**src/inc/sarseq_map.vh**
```
`ifndef SARSEQ_MAP_VH
`define SARSEQ_MAP_VH
// word offsets on the avalon bus (byte address = 4 * index)
`define SARSEQ_IDX_CTRL 2'h0
`define SARSEQ_IDX_CONF 2'h1
`define SARSEQ_IDX_RESH 2'h2
`define SARSEQ_IDX_RESL 2'h3
`define SARSEQ_IDX_MODE 3'h4
// control_status field positions
`define SARSEQ_C_START 0
`define SARSEQ_C_REFSW 1
`define SARSEQ_C_BUSY 2
`define SARSEQ_C_DONE 3
`define SARSEQ_C_CHLO 4
`define SARSEQ_C_CHHI 7
// configuration field positions
`define SARSEQ_G_DIVLO 0
`define SARSEQ_G_DIVHI 1
`define SARSEQ_G_CONT 2
`define SARSEQ_G_IE 3
`define SARSEQ_G_TRIG 4
`define SARSEQ_G_STLO 5
`define SARSEQ_G_STHI 6
`define SARSEQ_G_EIGHT 7
// power mode register: bit0 stop, bit1 watch
`define SARSEQ_M_STOP 0
`define SARSEQ_M_WATCH 1
// sampling counts in conversion clocks
`define SARSEQ_SAMP0 5'h04
`define SARSEQ_SAMP1 5'h07
`define SARSEQ_SAMP2 5'h0A
`define SARSEQ_SAMP3 5'h10
// compare phase length in conversion clocks
`define SARSEQ_CMP_BITS 4'hA
// first trial code of the successive approximation
`define SARSEQ_MSB 10'h200
// interrupt identification
`define SARSEQ_IRQ_NUM 8'h12
`define SARSEQ_VEC_HI 16'hFFD6
`define SARSEQ_VEC_LO 16'hFFD7
`endif

```
**src/hdl/sarseq_top.v**
```verilog
`timescale 1ns/1ps
`include "sarseq_map.vh"

// Notes on behaviour
// - completion flag set on every conversion end
// - request raised when flag and enable high
// - flag sets regardless of enable
// - writing zero clears flag and request
// - request number 18, vector FFD6/FFD7
// - start bit starts or restarts conversion, ignored in continuous mode
// - continuous mode starts on trigger rising edge
// - start sets busy, connects selected channel
// - sample window then hold until done
// - resolve MSB to LSB, then load result
// - after load, busy cleared, flag set
// - result registers keep old value meanwhile
// - reset, stop or watch halts, clears busy
// - restart coinciding with completion still sets flag
// - sampling equals conversion clock times selected count
// - startup between two and one-plus-divided clocks
// - start jitter up to one conversion clock
// - sample counts 4, 7, 10, 16
// - conversion clock divides by 1, 2, 4, 8
// - 10-bit split high/low, 8-bit high reads zero
// - trigger select chooses pin or timer output
module sarseq_top (
  input wire sys_clk,
  input wire srst,
  input wire [2:0] avs_address,
  input wire avs_read,
  input wire avs_write,
  input wire [31:0] avs_writedata,
  input wire [3:0] avs_byteenable,
  output wire [31:0] avs_readdata,
  output wire avs_waitrequest,
  input wire trigger_input_pin,
  input wire composite_timer_output,
  input wire cmp_greater,
  output wire irq_req,
  output wire [7:0] irq_number,
  output wire [3:0] channel_sel_out,
  output wire chan_connect,
  output wire sample_en,
  output wire [9:0] dac_code,
  output wire ref_switch_on,
  output wire busy_out
);
  localparam ST_IDLE = 3'h0;
  localparam ST_START = 3'h1;
  localparam ST_SAMP = 3'h2;
  localparam ST_CMP = 3'h3;
  localparam ST_TAIL = 3'h4;
  localparam ST_LOAD = 3'h5;

  reg [7:0] conf_reg;
  reg [3:0] chan_reg;
  reg refsw_reg;
  reg done_reg;
  reg busy_reg;
  reg [1:0] mode_reg;
  reg [9:0] result_reg;
  reg [9:0] sar_reg;
  reg [9:0] trial_reg;
  reg [2:0] state_reg;
  reg [4:0] cnt_reg;
  reg [2:0] div_reg;
  reg irq_reg;
  reg sample_reg;
  reg conn_reg;
  reg [31:0] rdata_reg;
  reg ack_reg;
  reg trig_s1_reg;
  reg trig_s2_reg;
  reg trig_prev_reg;
  reg [7:0] irqn_reg;
  reg [9:0] dac_reg;
  reg wait_reg;

  wire wr_ok = avs_write && !ack_reg && avs_byteenable[0];
  wire wr_ctrl = wr_ok && (avs_address == {1'b0, `SARSEQ_IDX_CTRL});
  wire wr_conf = wr_ok && (avs_address == {1'b0, `SARSEQ_IDX_CONF});
  wire wr_mode = wr_ok && (avs_address == `SARSEQ_IDX_MODE);
  wire halt = mode_reg[`SARSEQ_M_STOP] || mode_reg[`SARSEQ_M_WATCH];
  wire cont = conf_reg[`SARSEQ_G_CONT];

  // conversion clock tick from divider
  reg ck_tick;
  always @* begin
    case (conf_reg[`SARSEQ_G_DIVHI:`SARSEQ_G_DIVLO])
      2'h0: ck_tick = 1'b1;
      2'h1: ck_tick = (div_reg[0] == 1'b1);
      2'h2: ck_tick = (div_reg[1:0] == 2'h3);
      default: ck_tick = (div_reg == 3'h7);
    endcase
  end

  reg [4:0] samp_cnt;
  always @* begin
    case (conf_reg[`SARSEQ_G_STHI:`SARSEQ_G_STLO])
      2'h0: samp_cnt = `SARSEQ_SAMP0;
      2'h1: samp_cnt = `SARSEQ_SAMP1;
      2'h2: samp_cnt = `SARSEQ_SAMP2;
      default: samp_cnt = `SARSEQ_SAMP3;
    endcase
  end

  // selected trigger synchronised, then edge-detected
  wire trig_sel = conf_reg[`SARSEQ_G_TRIG] ? composite_timer_output : trigger_input_pin;
  wire trig_edge = trig_s2_reg && !trig_prev_reg;
  wire sw_start = wr_ctrl && avs_writedata[`SARSEQ_C_START] && !cont;
  wire hw_start = cont && trig_edge;
  wire start = (sw_start || hw_start) && !halt;
  wire finish = (state_reg == ST_LOAD);
  wire eight = conf_reg[`SARSEQ_G_EIGHT];
  // 8-bit mode resolves the same top bits and drops the two lowest at load
  wire [9:0] msb_bit = `SARSEQ_MSB;
  wire [9:0] sar_next = cmp_greater ? (sar_reg | trial_reg) : sar_reg;
  wire [9:0] trial_next = {1'b0, trial_reg[9:1]};

  always @(posedge sys_clk) begin
    if (srst) begin
      trig_s1_reg <= 1'b0;
      trig_s2_reg <= 1'b0;
      trig_prev_reg <= 1'b0;
    end else begin
      trig_s1_reg <= trig_sel;
      trig_s2_reg <= trig_s1_reg;
      trig_prev_reg <= trig_s2_reg;
    end
  end

  // register file and flags
  always @(posedge sys_clk) begin
    if (srst) begin
      conf_reg <= 8'h00;
      chan_reg <= 4'h0;
      refsw_reg <= 1'b0;
      done_reg <= 1'b0;
      mode_reg <= 2'h0;
      irq_reg <= 1'b0;
      irqn_reg <= 8'h00;
    end else begin
      irqn_reg <= `SARSEQ_IRQ_NUM;
      if (wr_conf) begin
        conf_reg <= avs_writedata[7:0];
      end
      if (wr_mode) begin
        mode_reg <= avs_writedata[1:0];
      end
      if (wr_ctrl) begin
        chan_reg <= avs_writedata[`SARSEQ_C_CHHI:`SARSEQ_C_CHLO];
        refsw_reg <= avs_writedata[`SARSEQ_C_REFSW];
      end
      if (finish) begin
        done_reg <= 1'b1;
      end else if (wr_ctrl && !avs_writedata[`SARSEQ_C_DONE]) begin
        done_reg <= 1'b0;
      end
      irq_reg <= (finish || (done_reg && !(wr_ctrl && !avs_writedata[`SARSEQ_C_DONE])))
                 && (wr_conf ? avs_writedata[`SARSEQ_G_IE] : conf_reg[`SARSEQ_G_IE]);
    end
  end

  // conversion sequencer
  always @(posedge sys_clk) begin
    if (srst) begin
      state_reg <= ST_IDLE;
      busy_reg <= 1'b0;
      cnt_reg <= 5'h00;
      div_reg <= 3'h0;
      sar_reg <= 10'h000;
      trial_reg <= 10'h000;
      dac_reg <= 10'h000;
      result_reg <= 10'h000;
      sample_reg <= 1'b0;
      conn_reg <= 1'b0;
    end else if (halt) begin
      state_reg <= ST_IDLE;
      busy_reg <= 1'b0;
      sample_reg <= 1'b0;
      conn_reg <= 1'b0;
    end else begin
      div_reg <= div_reg + 3'h1;
      if (start) begin
        state_reg <= ST_START;
        busy_reg <= 1'b1;
        conn_reg <= 1'b1;
        sample_reg <= 1'b0;
        cnt_reg <= 5'h00;
      end else begin
        case (state_reg)
          ST_IDLE: begin
            busy_reg <= 1'b0;
          end
          ST_START: begin
            if (ck_tick) begin
              state_reg <= ST_SAMP;
              sample_reg <= 1'b1;
              cnt_reg <= samp_cnt - 5'h01;
            end
          end
          ST_SAMP: begin
            if (ck_tick) begin
              if (cnt_reg == 5'h00) begin
                state_reg <= ST_CMP;
                sample_reg <= 1'b0;
                sar_reg <= 10'h000;
                trial_reg <= msb_bit;
                dac_reg <= msb_bit;
                cnt_reg <= {1'b0, `SARSEQ_CMP_BITS} - 5'h01;
              end else begin
                cnt_reg <= cnt_reg - 5'h01;
              end
            end
          end
          ST_CMP: begin
            if (ck_tick) begin
              sar_reg <= sar_next;
              trial_reg <= trial_next;
              // trial code kept registered so the comparator sees a settled level
              dac_reg <= sar_next | trial_next;
              if (cnt_reg == 5'h00) begin
                state_reg <= ST_TAIL;
              end else begin
                cnt_reg <= cnt_reg - 5'h01;
              end
            end
          end
          ST_TAIL: begin
            state_reg <= ST_LOAD;
            conn_reg <= 1'b0;
            result_reg <= eight ? {2'h0, sar_reg[9:2]} : sar_reg;
          end
          ST_LOAD: begin
            state_reg <= ST_IDLE;
            busy_reg <= 1'b0;
          end
          default: begin
            state_reg <= ST_IDLE;
          end
        endcase
      end
    end
  end

  // avalon slave: one wait cycle, answer on second
  always @(posedge sys_clk) begin
    if (srst) begin
      ack_reg <= 1'b0;
      wait_reg <= 1'b1;
      rdata_reg <= 32'h00000000;
    end else begin
      ack_reg <= (avs_read || avs_write) && !ack_reg;
      // registered copy of the inverted acknowledge
      wait_reg <= !((avs_read || avs_write) && !ack_reg);
      if (avs_read && !ack_reg) begin
        case (avs_address)
          {1'b0, `SARSEQ_IDX_CTRL}: rdata_reg <= {24'h000000, chan_reg, done_reg, busy_reg,
                                                  refsw_reg, 1'b0};
          {1'b0, `SARSEQ_IDX_CONF}: rdata_reg <= {24'h000000, conf_reg};
          {1'b0, `SARSEQ_IDX_RESH}: rdata_reg <= {30'h00000000, result_reg[9:8]};
          {1'b0, `SARSEQ_IDX_RESL}: rdata_reg <= {24'h000000, result_reg[7:0]};
          `SARSEQ_IDX_MODE: rdata_reg <= {30'h00000000, mode_reg};
          default: rdata_reg <= 32'h00000000;
        endcase
      end
    end
  end

  assign avs_waitrequest = wait_reg;
  assign avs_readdata = rdata_reg;
  assign irq_req = irq_reg;
  assign irq_number = irqn_reg;
  assign channel_sel_out = chan_reg;
  assign chan_connect = conn_reg;
  assign sample_en = sample_reg;
  assign dac_code = dac_reg;
  assign ref_switch_on = refsw_reg;
  assign busy_out = busy_reg;
endmodule // sarseq_top

```
**config.mk**
```make
export PLATFORM = sky130hd
export DESIGN_NAME = sarseq_top
export DESIGN_NICKNAME = d
export VERILOG_FILES = /design/src/hdl/sarseq_top.v
export VERILOG_INCLUDE_DIRS = /design/src /design/src/inc
export SDC_FILE = /design/constraint.sdc
export NUM_CORES = 1
export LEC_CHECK = 0
export BUFFER_PORTS_ARGS = -buffer_cell sky130_fd_sc_hd__buf_2
export CAP_MARGIN = 0
export CORE_UTILIZATION = 46
export DETAILED_ROUTE_END_ITERATION = 6
export PLACE_DENSITY = 0.67
export SLEW_MARGIN = 20
export SYNTH_ARGS = -nofsm -noshare
export SYNTH_HDL_FRONTEND = slang
export SYNTH_SLANG_ARGS = --single-unit
```
**constraint.sdc**
```tcl
create_clock -name sys_clk -period 3.4 [get_ports sys_clk]
set_clock_uncertainty 0.1 [all_clocks]
set_input_delay 0.34 -clock sys_clk [delete_from_list [all_inputs] [get_ports sys_clk]]
set_output_delay 0.34 -clock sys_clk [all_outputs]
set_load 0.01 [all_outputs]
```
==> impl_metrics.env, run 1 <==
export IMPL_io_pins=106
export IMPL_synthArstFlopShare_pct=0
export IMPL_worstMarginPinSlew_ps=710
export IMPL_first_iter_violations=112
export IMPL_netlist_area_um2=3880
export IMPL_die_area_um2=8810
export IMPL_hold_buffers=0
export IMPL_yosys_most_used_dff="dfxtp_1"
export IMPL_start_util_pct=47.5
export IMPL_synth_top_family_by_area="compound AO/OA/AOI/OAI gates"
export IMPL_synth_cell_type_count=55
export IMPL_cts_htree_levels=3
export IMPL_crit_type="register to register"
export IMPL_synth_edff_count=0
export IMPL_globalRoute_totalOverflow=0
export IMPL_place_ws_ps=917
export IMPL_crit_path_frequent_cell="ha_1"
export IMPL_slowest_stage="o2111ai_2"
export IMPL_required_ps=3580
export IMPL_slew_limit_headroom_pct=52.2
export IMPL_period_share_pct=73.6
export IMPL_wl_um=8470
export IMPL_root_buffer="clkbuf_8"
export IMPL_regArea_um2=1700
export IMPL_synthSimpleGateAreaFrac_pct=17.5
export IMPL_hp_class="primary input to register"
export IMPL_die_y_um=93.9
export IMPL_synth_seq_cells=85
export IMPL_fmaxAchievable_mhz=400
export IMPL_endpoint_kind="register"
export IMPL_vias_per_cell=5.33
export IMPL_area_growth_pct=11.1
export IMPL_yosysSeqAreaShare_pct=43.8
export IMPL_layout_common_cells="85 x dfxtp_1, 48 x buf_2, 40 x nor2_1, 40 x nand2_1, 32 x a21oi_1"
export IMPL_core_area_um2=8180
export IMPL_clock_latency_ps=350
export IMPL_clockBufferDepth=2
export IMPL_rows=33
export IMPL_vias=3151
export IMPL_drc=0
export IMPL_first_pass_iters=6
export IMPL_place_hpwl_um=5900
export IMPL_drive_above_1_share_pct=17.1
export IMPL_nets=530
export IMPL_grt_max_degree=56
export IMPL_antenna_found_initial=0
export IMPL_cts_setup_buffers=0
export IMPL_port_buffers=48
export IMPL_p_leak_nw=1.65
export IMPL_synthAdderAreaFrac_pct=0.966
export IMPL_setup_tns_ps=0
export IMPL_path_clk_slew_ps=80
export IMPL_gr_usage_all_layers_pct=20.1
export IMPL_rsz0062_at_grt="no"
export IMPL_antennaDiodeCount=0
export IMPL_min_period_ps=2500
export IMPL_synth_compound_area_share_pct=20.4
export IMPL_ir_worst_vdd_v=0.000248
export IMPL_post_route_util_pct=52.8
export IMPL_yosys_warnings=0
export IMPL_gp_congestion=0.858
export IMPL_start_kind="register"
export IMPL_first_global_vias=2947
export IMPL_maxCapViolations=0
export IMPL_outcome="completed"
export IMPL_setup_viol=0
export IMPL_wl_per_cell_um=14.3
export IMPL_grt_pass1_wl_um=13900
export IMPL_cts_buffers=9
export IMPL_maxSlewViolCount=0
export IMPL_synthXorXnorAreaFrac_pct=0.677
export IMPL_synthesis_instances=441
export IMPL_nFillCells=791
export IMPL_multi_input_area_um2=1920
export IMPL_critPathMaxFanout=22
export IMPL_post_cts_resized_instances=0
export IMPL_fin_ws_ps=898
export IMPL_synthMuxAreaShare_pct=6.48
export IMPL_hold_violations=0
export IMPL_ant_nets=0
export IMPL_cts_tree="yes"
export IMPL_final_common_cell="dfxtp_1"
export IMPL_cp_data_arrival_time_ps=2680
export IMPL_die_x_um=93.9
export IMPL_cts_sinks=85
export IMPL_syn_area_per_cell_um2=8.81
export IMPL_crit_path_max_incr_delay_ps=400
export IMPL_crit_chain="ha_1 -> ha_1 -> mux2i_1 -> a21oi_2 -> o2111ai_2 -> buf_4 -> a211o_1 -> a21oi_1"
export IMPL_power_density_nw_per_um2=444
==> metrics by stage <==
stage	power, mW	hold slack [ps]	cells	area (um2)
6_report	1.92	119	591	4310
5_1_grt	1.99	121	591	4310
4_1_cts	1.93	111	591	4310
3_5_place_dp	1.16	342	575	4100
3_3_place_gp	1.16	326	575	4100
2_1_floorplan	1.15	314	470	3990
==> routing by layer <==
metal,GRT usage [%],vias to the layer above,share of wire (%)
met1,26.3,1473,50
met5,0,-,0
met2,31.0,76,44
met4,9.49,0,2.5
met3,4.85,13,3.9
li1,-,1589,-
==> layout make-up <==
| cell class | count | share of cell area (%) |
|---|---|---|
| sequential | 85 | 39.4 |
| timing repair buffer | 55 | 6.79 |
| clock buffer | 10 | 2.96 |
| clock inverter | 6 | 2.03 |
| multi-input combinational | 316 | 44.5 |
| inverter | 14 | 1.22 |
| tap | 105 | 3.05 |
==> kinds of logic after synthesis <==
kind of cell | count (synthesis)
other cells | 1
xor+xnor | 3
fa+ha+maj | 3
simple gates | 141
flops | 85
compound gates | 114
mux | 25
buf+inv | 69
==> worst max-delay path: cells and delay by family (launching register included) <==
kind            cells  cell delay (ps)
mux                 1               80
compound gates      4             1190
fa+ha+maj           2              330
buf+inv             1              330
flops               1              380
==> synth_stat cells, drive strengths merged, types with 3 or more instances <==
| library cell | n | share of area [%] |
|---|---|---|
| clkbuf | 10 | 0.97 |
| buf | 45 | 7.8 |
| nor2b | 13 | 2.1 |
| o21ai | 14 | 1.8 |
| nor2 | 41 | 4.0 |
| a22o | 4 | 0.90 |
| ha | 3 | 0.97 |
| a21oi | 33 | 4.3 |
| o31ai | 6 | 1.2 |
| nand2 | 40 | 3.9 |
| a22oi | 9 | 1.7 |
| o41ai | 5 | 1.1 |
| mux2i | 24 | 6.2 |
| o2bb2ai | 4 | 0.90 |
| inv | 14 | 1.4 |
| dfxtp | 85 | 44 |
| nand3 | 28 | 3.6 |
| a211o | 5 | 1.1 |
| a31oi | 6 | 1.4 |
| nor3 | 4 | 0.52 |
| a211oi | 17 | 3.5 |
==> path summary, 6_finish.rpt <==
check                                         startpoint  cells past startpoint                         end  slack [ps]
worst max-delay path             div_reg[0]$_SDFFE_PP0N_                      8    dac_code[0]$_SDFFE_PP0P_         900
worst min-delay path                            avs_read                      2  avs_waitrequest$_SDFF_PP1_         120
worst max register to register   div_reg[0]$_SDFFE_PP0N_                      8    dac_code[0]$_SDFFE_PP0P_         900
worst min register to register  dac_code[1]$_SDFFE_PP0P_                      2    dac_code[1]$_SDFFE_PP0P_         360
==> power breakdown <==
| part | internal (mW) | leakage, nW | switching (mW) | total [mW] |
|---|---|---|---|---|
| registers | 1.01 | 0.687 | 0.00920 | 1.02 |
| clock network | 0.414 | 0.110 | 0.362 | 0.777 |
| logic | 0.0391 | 0.854 | 0.0856 | 0.125 |
| total | 1.46 | 1.65 | 0.457 | 1.92 |
(Power assumes the default switching activity.)
==> inputs of run 2 (changes only) <==
Clock period 3.4 ns to 2.53 ns, I/O delays scaled along.
==> run 2 against run 1 <==
Setup slack worse by 580 ps. Register-to-register slack worse by 580 ps. Sequential cell count stayed put. Sequential power is 34% higher. First-iteration DRC count is 13% higher. Utilization is 0.41 points higher. Global-route usage is 0.065 points lower. Clock power is 25% higher. Critical path type unchanged. Largest cell class unchanged.
==> impl_metrics.env, run 2 (synthesis gave the netlist of run 1 again) <==
export IMPL_crit_type="register to register"
export IMPL_ir_worst_vdd_v=0.000326
export IMPL_top_layer_used="met4"
export IMPL_cts_setup_buffers=0
export IMPL_vias_per_cell=5.31
export IMPL_p_leak_nw=1.67
export IMPL_maxCapViolations=0
export IMPL_wl_met2_um=3790
export IMPL_nets=535
export IMPL_antennaDiodeCount=0
export IMPL_outcome="completed"
export IMPL_wl_per_cell_um=13.9
export IMPL_wl_met3_um=420
export IMPL_antenna_found_initial=0
export IMPL_start_kind="register"
export IMPL_rrSetupSlack_ps=320
export IMPL_slew_limit_headroom_pct=62.7
export IMPL_rows=33
export IMPL_cts_tree="yes"
export IMPL_worstMarginPinSlew_ps=559
export IMPL_io_pins=106
export IMPL_multi_input_area_um2=1920
export IMPL_layout_common_cells="85 x dfxtp_1, 48 x buf_2, 40 x nor2_1, 40 x nand2_1, 32 x a21oi_1"
export IMPL_path_clk_slew_ps=80
export IMPL_min_period_ps=2210
export IMPL_wl_um=8300
export IMPL_globalRoute_totalOverflow=0
export IMPL_cts_htree_levels=3
export IMPL_grt_max_degree=38
export IMPL_die_y_um=93.9
export IMPL_grt_pass1_wl_um=13600
export IMPL_first_iter_violations=127
export IMPL_vias=3164
export IMPL_cts_buffers=9
export IMPL_rsz0062_at_grt="no"
export IMPL_regArea_um2=1700
export IMPL_crit_path_frequent_cell="ha_1"
export IMPL_first_pass_iters=5
export IMPL_port_buffers=48
export IMPL_setup_tns_ps=0
export IMPL_cp_data_arrival_time_ps=2410
export IMPL_startpoint="div_reg[0]$_SDFFE_PP0N_"
export IMPL_fin_cells=596
export IMPL_fmaxAchievable_mhz=452
export IMPL_slowest_stage="nor2_1"
export IMPL_cts_sinks=85
export IMPL_root_buffer="clkbuf_8"
export IMPL_first_global_vias=2849
export IMPL_endpoint_kind="register"
export IMPL_drc=0
export IMPL_critPathMaxFanout=8
export IMPL_die_area_um2=8810
export IMPL_core_area_um2=8180
export IMPL_rr_startpoint="div_reg[0]$_SDFFE_PP0N_"
export IMPL_start_util_pct=47.5
export IMPL_power_density_nw_per_um2=576
export IMPL_gr_usage_all_layers_pct=20.0
export IMPL_drive_above_1_share_pct=18.1
export IMPL_dp_cells=580
export IMPL_crit_chain="ha_1 -> ha_1 -> mux2i_1 -> a21oi_2 -> buf_4 -> o2111a_1 -> nor2_1 -> a22o_1"
export IMPL_crit_path_max_incr_delay_ps=440
export IMPL_required_ps=2730
export IMPL_gp_congestion=0.822
export IMPL_clock_latency_ps=350
export IMPL_worstHoldStart="avs_read"
export IMPL_die_x_um=93.9
export IMPL_setup_viol=0
export IMPL_ant_nets=0
export IMPL_final_common_cell="dfxtp_1"
export IMPL_maxSlewViolCount=0
export IMPL_hold_buffers=0
export IMPL_nFillCells=792
export IMPL_hp_class="primary input to register"
export IMPL_clockBufferDepth=2
export IMPL_place_hpwl_um=6020
export IMPL_area_growth_pct=12.0
export IMPL_post_cts_resized_instances=0
export IMPL_met1_length_um=3960
export IMPL_hold_violations=0
export IMPL_period_share_pct=87.4
-- run 2: changes by cell type in the layout (fill, tap and decap cells not counted), sizes merged --
| cell | change |
|---|---|
| buf | +5 |
| bufinv | -1 |
| clkinv | -1 |
| clkinvlp | +1 |
| inv | +1 |
-- run 2: stage by stage --
stage               total power, mW  instance area, um2  setup slack, ps  hold slack (ps)  util (%)
detailed placement             1.57                4150              299              342      50.7
floorplan                      1.54                3990              585              283         -
global placement               1.56                4150              366              323      50.7
global route                   2.61                4350              154             32.5      53.2
CTS                            2.53                4350              345             17.2      53.2
finish                         2.50                4350              319             35.1      53.2
-- run 2: where the power goes --
part           leakage (nW)  internal [mW]  switching (mW)
sequential            0.687           1.35          0.0126
combinational         0.882         0.0559           0.114
clock                 0.102          0.482           0.487
-- run 2: layer usage --
layer / track usage, % / vias to the layer above
met3: 5.91 / 10
met2: 31.2 / 87
met5: 0 / -
met1: 26.2 / 1462
met4: 7.05 / 0
li1: - / 1605
-- run 2: path summary, 6_finish.rpt --
| check | endpoint | cells past startpoint |
|---|---|---|
| min | avs_waitrequest$_SDFF_PP1_ | 2 |
| min reg2reg | trig_s2_reg$_SDFF_PP0_ | 1 |
| max reg2reg | trial_reg[8]$_SDFFE_PP0P_ | 8 |
| max | trial_reg[8]$_SDFFE_PP0P_ | 8 |
-- run 2: area by class of cell --
class	count	share of cell area, %
Multi-Input combinational cell	316	44.2
Sequential cell	85	39.1
Timing Repair Buffer	60	7.88
Clock buffer	10	3.17
Tap cell	105	3.02
Clock inverter	6	1.41
Inverter	14	1.21
-- run 2: worst max-delay path: cells and delay by family, from the launching register on --
family / cells / cell delay (ps)
compound gates: 3 / 520
simple gates: 1 / 440
fa+ha+maj: 2 / 410
mux: 1 / 180
buf+inv: 1 / 170
flops: 1 / 340
==> inputs of run 3 (changes only) <==
Settings changed: ABC_AREA set to 1.
==> run 3 against run 2 <==
The flow now finishes with violations (design-rule violations). Utilization shrank 1.4 points. Sequential cell count is the same. Cell area grew 4.8%. Global-route usage grew 0.15 points. Maximum frequency grew 13%. Non-clock buffer count shrank 7. Highest routed layer unchanged. Register-to-register slack gained 250 ps. Area after synthesis grew 9.2%. Critical path type unchanged. Via count grew 19%. Clock power shrank 10%.
==> impl_metrics.env, run 3 <==
export IMPL_clock_latency_ps=360
export IMPL_area_growth_pct=7.37
export IMPL_place_hpwl_um=6660
export IMPL_maxCapViolations=0
export IMPL_clockBufferDepth=2
export IMPL_period_share_pct=77.6
export IMPL_multi_input_area_um2=1980
export IMPL_crit_buf_inv=0
export IMPL_wl_per_cell_um=12.2
export IMPL_synthTopCellsByCount="138 x nand2_1, 85 x dfxtp_1, 72 x o21ai_0"
export IMPL_p_leak_nw=1.95
export IMPL_top_layer_used="met4"
export IMPL_cts_tree="yes"
export IMPL_outcome="complete, but fails checks"
export IMPL_crit_chain="ha_1 -> ha_1 -> nand3_1 -> nand3_1 -> nand3_2 -> nor2_8 -> nand2_1 -> a21oi_1"
export IMPL_crit_path_max_incr_delay_ps=380
export IMPL_yosysSeqAreaShare_pct=40.1
export IMPL_slew_limit_headroom_pct=61.1
export IMPL_critPathMaxFanout=31
export IMPL_ant_nets=0
export IMPL_grt_max_degree=54
export IMPL_rsz0062_at_grt="no"
export IMPL_synth_seq_cells=85
export IMPL_synth_top_cell_area_share_pct=40.1
export IMPL_hold_violations=0
export IMPL_startpoint="div_reg[0]$_SDFFE_PP0N_"
export IMPL_rr_startpoint="div_reg[0]$_SDFFE_PP0N_"
export IMPL_path_clk_slew_ps=90
export IMPL_cts_setup_buffers=0
export IMPL_syn_area_per_cell_um2=6.90
export IMPL_synth_edff_count=0
export IMPL_setup_viol=0
export IMPL_nets=702
export IMPL_regArea_um2=1700
export IMPL_antennaDiodeCount=0
export IMPL_die_x_um=98.0
export IMPL_power_density_nw_per_um2=524
export IMPL_first_pass_iters=6
export IMPL_drc=12
export IMPL_nFillCells=929
export IMPL_ir_worst_vdd_v=0.000240
export IMPL_vias_per_cell=4.90
export IMPL_start_util_pct=48.2
export IMPL_met1_length_um=4550
export IMPL_wl_met2_um=4040
export IMPL_yosys_warnings=0
export IMPL_slowest_stage="nor2_8"
export IMPL_first_iter_violations=136
export IMPL_synthArstFlopShare_pct=0
export IMPL_cts_sinks=85
export IMPL_cp_data_arrival_time_ps=2140
export IMPL_hp_class="primary input to register"
export IMPL_gr_usage_all_layers_pct=20.2
export IMPL_fmaxAchievable_mhz=510
export IMPL_synth_cell_type_count=35
export IMPL_required_ps=2710
export IMPL_vias=3757
export IMPL_crit_family="simple AND/OR/NAND/NOR gates"
export IMPL_crit_type="register to register"
export IMPL_wl_met3_um=427
export IMPL_drive_above_1_share_pct=13.2
export IMPL_layout_common_cells="138 x nand2_1, 85 x dfxtp_1, 72 x o21ai_0"
export IMPL_die_y_um=98.0
export IMPL_start_kind="register"
export IMPL_endpoint_kind="register"
export IMPL_place_ws_ps=573
export IMPL_post_cts_resized_instances=0
export IMPL_synthesis_instances=615
export IMPL_maxSlewViolCount=0
export IMPL_violations="design-rule violations"
export IMPL_netlist_area_um2=4240
export IMPL_yosys_area_top_type="dfxtp_1"
export IMPL_die_area_um2=9610
export IMPL_hold_buffers=0
export IMPL_total_power_mw=2.39
export IMPL_first_global_vias=3349
export IMPL_worstHoldStart="avs_writedata[6]"
export IMPL_port_buffers=48
export IMPL_rows=34
export IMPL_core_area_um2=8810
export IMPL_yosys_most_used_dff="dfxtp_1"
export IMPL_worstMarginPinSlew_ps=584
export IMPL_min_period_ps=1960
export IMPL_final_common_cell="nand2_1"
export IMPL_io_pins=106
export IMPL_cts_htree_levels=3
export IMPL_fin_ws_ps=567
export IMPL_setup_tns_ps=0
export IMPL_cts_buffers=9
export IMPL_gp_congestion=0.899
export IMPL_wl_um=9310
export IMPL_antenna_found_initial=0
export IMPL_yosysMostFrequentCell="nand2_1"
export IMPL_synth_area_leaders="dfxtp_1 40%, nand2_1 12%, o21ai_0 8.5%"
export IMPL_globalRoute_totalOverflow=0
export IMPL_grt_pass1_wl_um=15600
export IMPL_root_buffer="clkbuf_8"
run 3: cell types whose count changed after synthesis, moves of 6 or more:
cell      delta
buf_6        +6
a22oi_1      -9
nand3_1     -17
o31ai_1      -6
a21oi_1     +36
inv_1       +55
o21ai_0     +58
nor2b_1     -13
a211oi_1    -15
nor2_1      +27
nand2_1     +98
mux2i_1     -24
run 3: path summary, 6_finish.rpt:
path                                                   endpoint  slack, ps  cells past startpoint
worst max-delay path                    sar_reg[2]$_SDFFE_PP0P_        570                      8
worst min-delay path            channel_sel_out[2]$_SDFFE_PP0N_         40                      3
worst max register to register          sar_reg[2]$_SDFFE_PP0P_        570                      8
worst min register to register           trig_s2_reg$_SDFF_PP0_        310                      2
run 3: layer usage:
layer / up-vias / GRT usage, %
met4: 0 / 10.1
met1: 1661 / 26.5
met5: - / 0
met2: 97 / 32.2
li1: 1976 / -
met3: 23 / 3.29
run 3: final cells by class:
type	count	share of cell area, %
Multi-Input combinational cell	429	43.5
Clock inverter	7	1.15
Clock buffer	9	2.72
Sequential cell	85	37.4
Tap cell	108	2.97
Timing Repair Buffer	53	6.10
Inverter	75	6.18
run 3: tightest hold or removal path, stage by stage:
cell and delay [ps]:
buf_2 90, nor2_1 40, nor2_1 80
run 3: kinds of logic (layout without fill, tap and decap cells):
| family | Yosys count | after routing | synth area share [%] |
|---|---|---|---|
| XOR/XNOR | 2 | 2 | 0.413 |
| buffers and inverters | 130 | 144 | 15.7 |
| adder cells (fa/ha/maj) | 3 | 3 | 0.885 |
| flip-flops | 85 | 85 | 40.1 |
| AO/OA/AOI/OAI | 153 | 153 | 18.6 |
| other | 1 | 30 | 0.0884 |
| AND/OR/NAND/NOR | 241 | 241 | 24.2 |
run 3: metrics by stage:
stage / hold slack [ps] / instances / cell area (um2) / utilization, %
after global routing: 35.7 / 766 / 4560 / 51.7
final: 39.8 / 766 / 4560 / 51.7
after floorplan: 288 / 644 / 4350 / -
after detailed placement: 300 / 750 / 4380 / 49.7
after global placement: 311 / 750 / 4380 / 49.7
after CTS: 26.9 / 766 / 4560 / 51.7
run 3: where the power goes:
part	internal (mW)	total (mW)	switching [mW]
Combinational	0.0412	0.154	0.113
Sequential	1.35	1.37	0.0108
Clock	0.357	0.869	0.512
Total	1.75	2.39	0.636
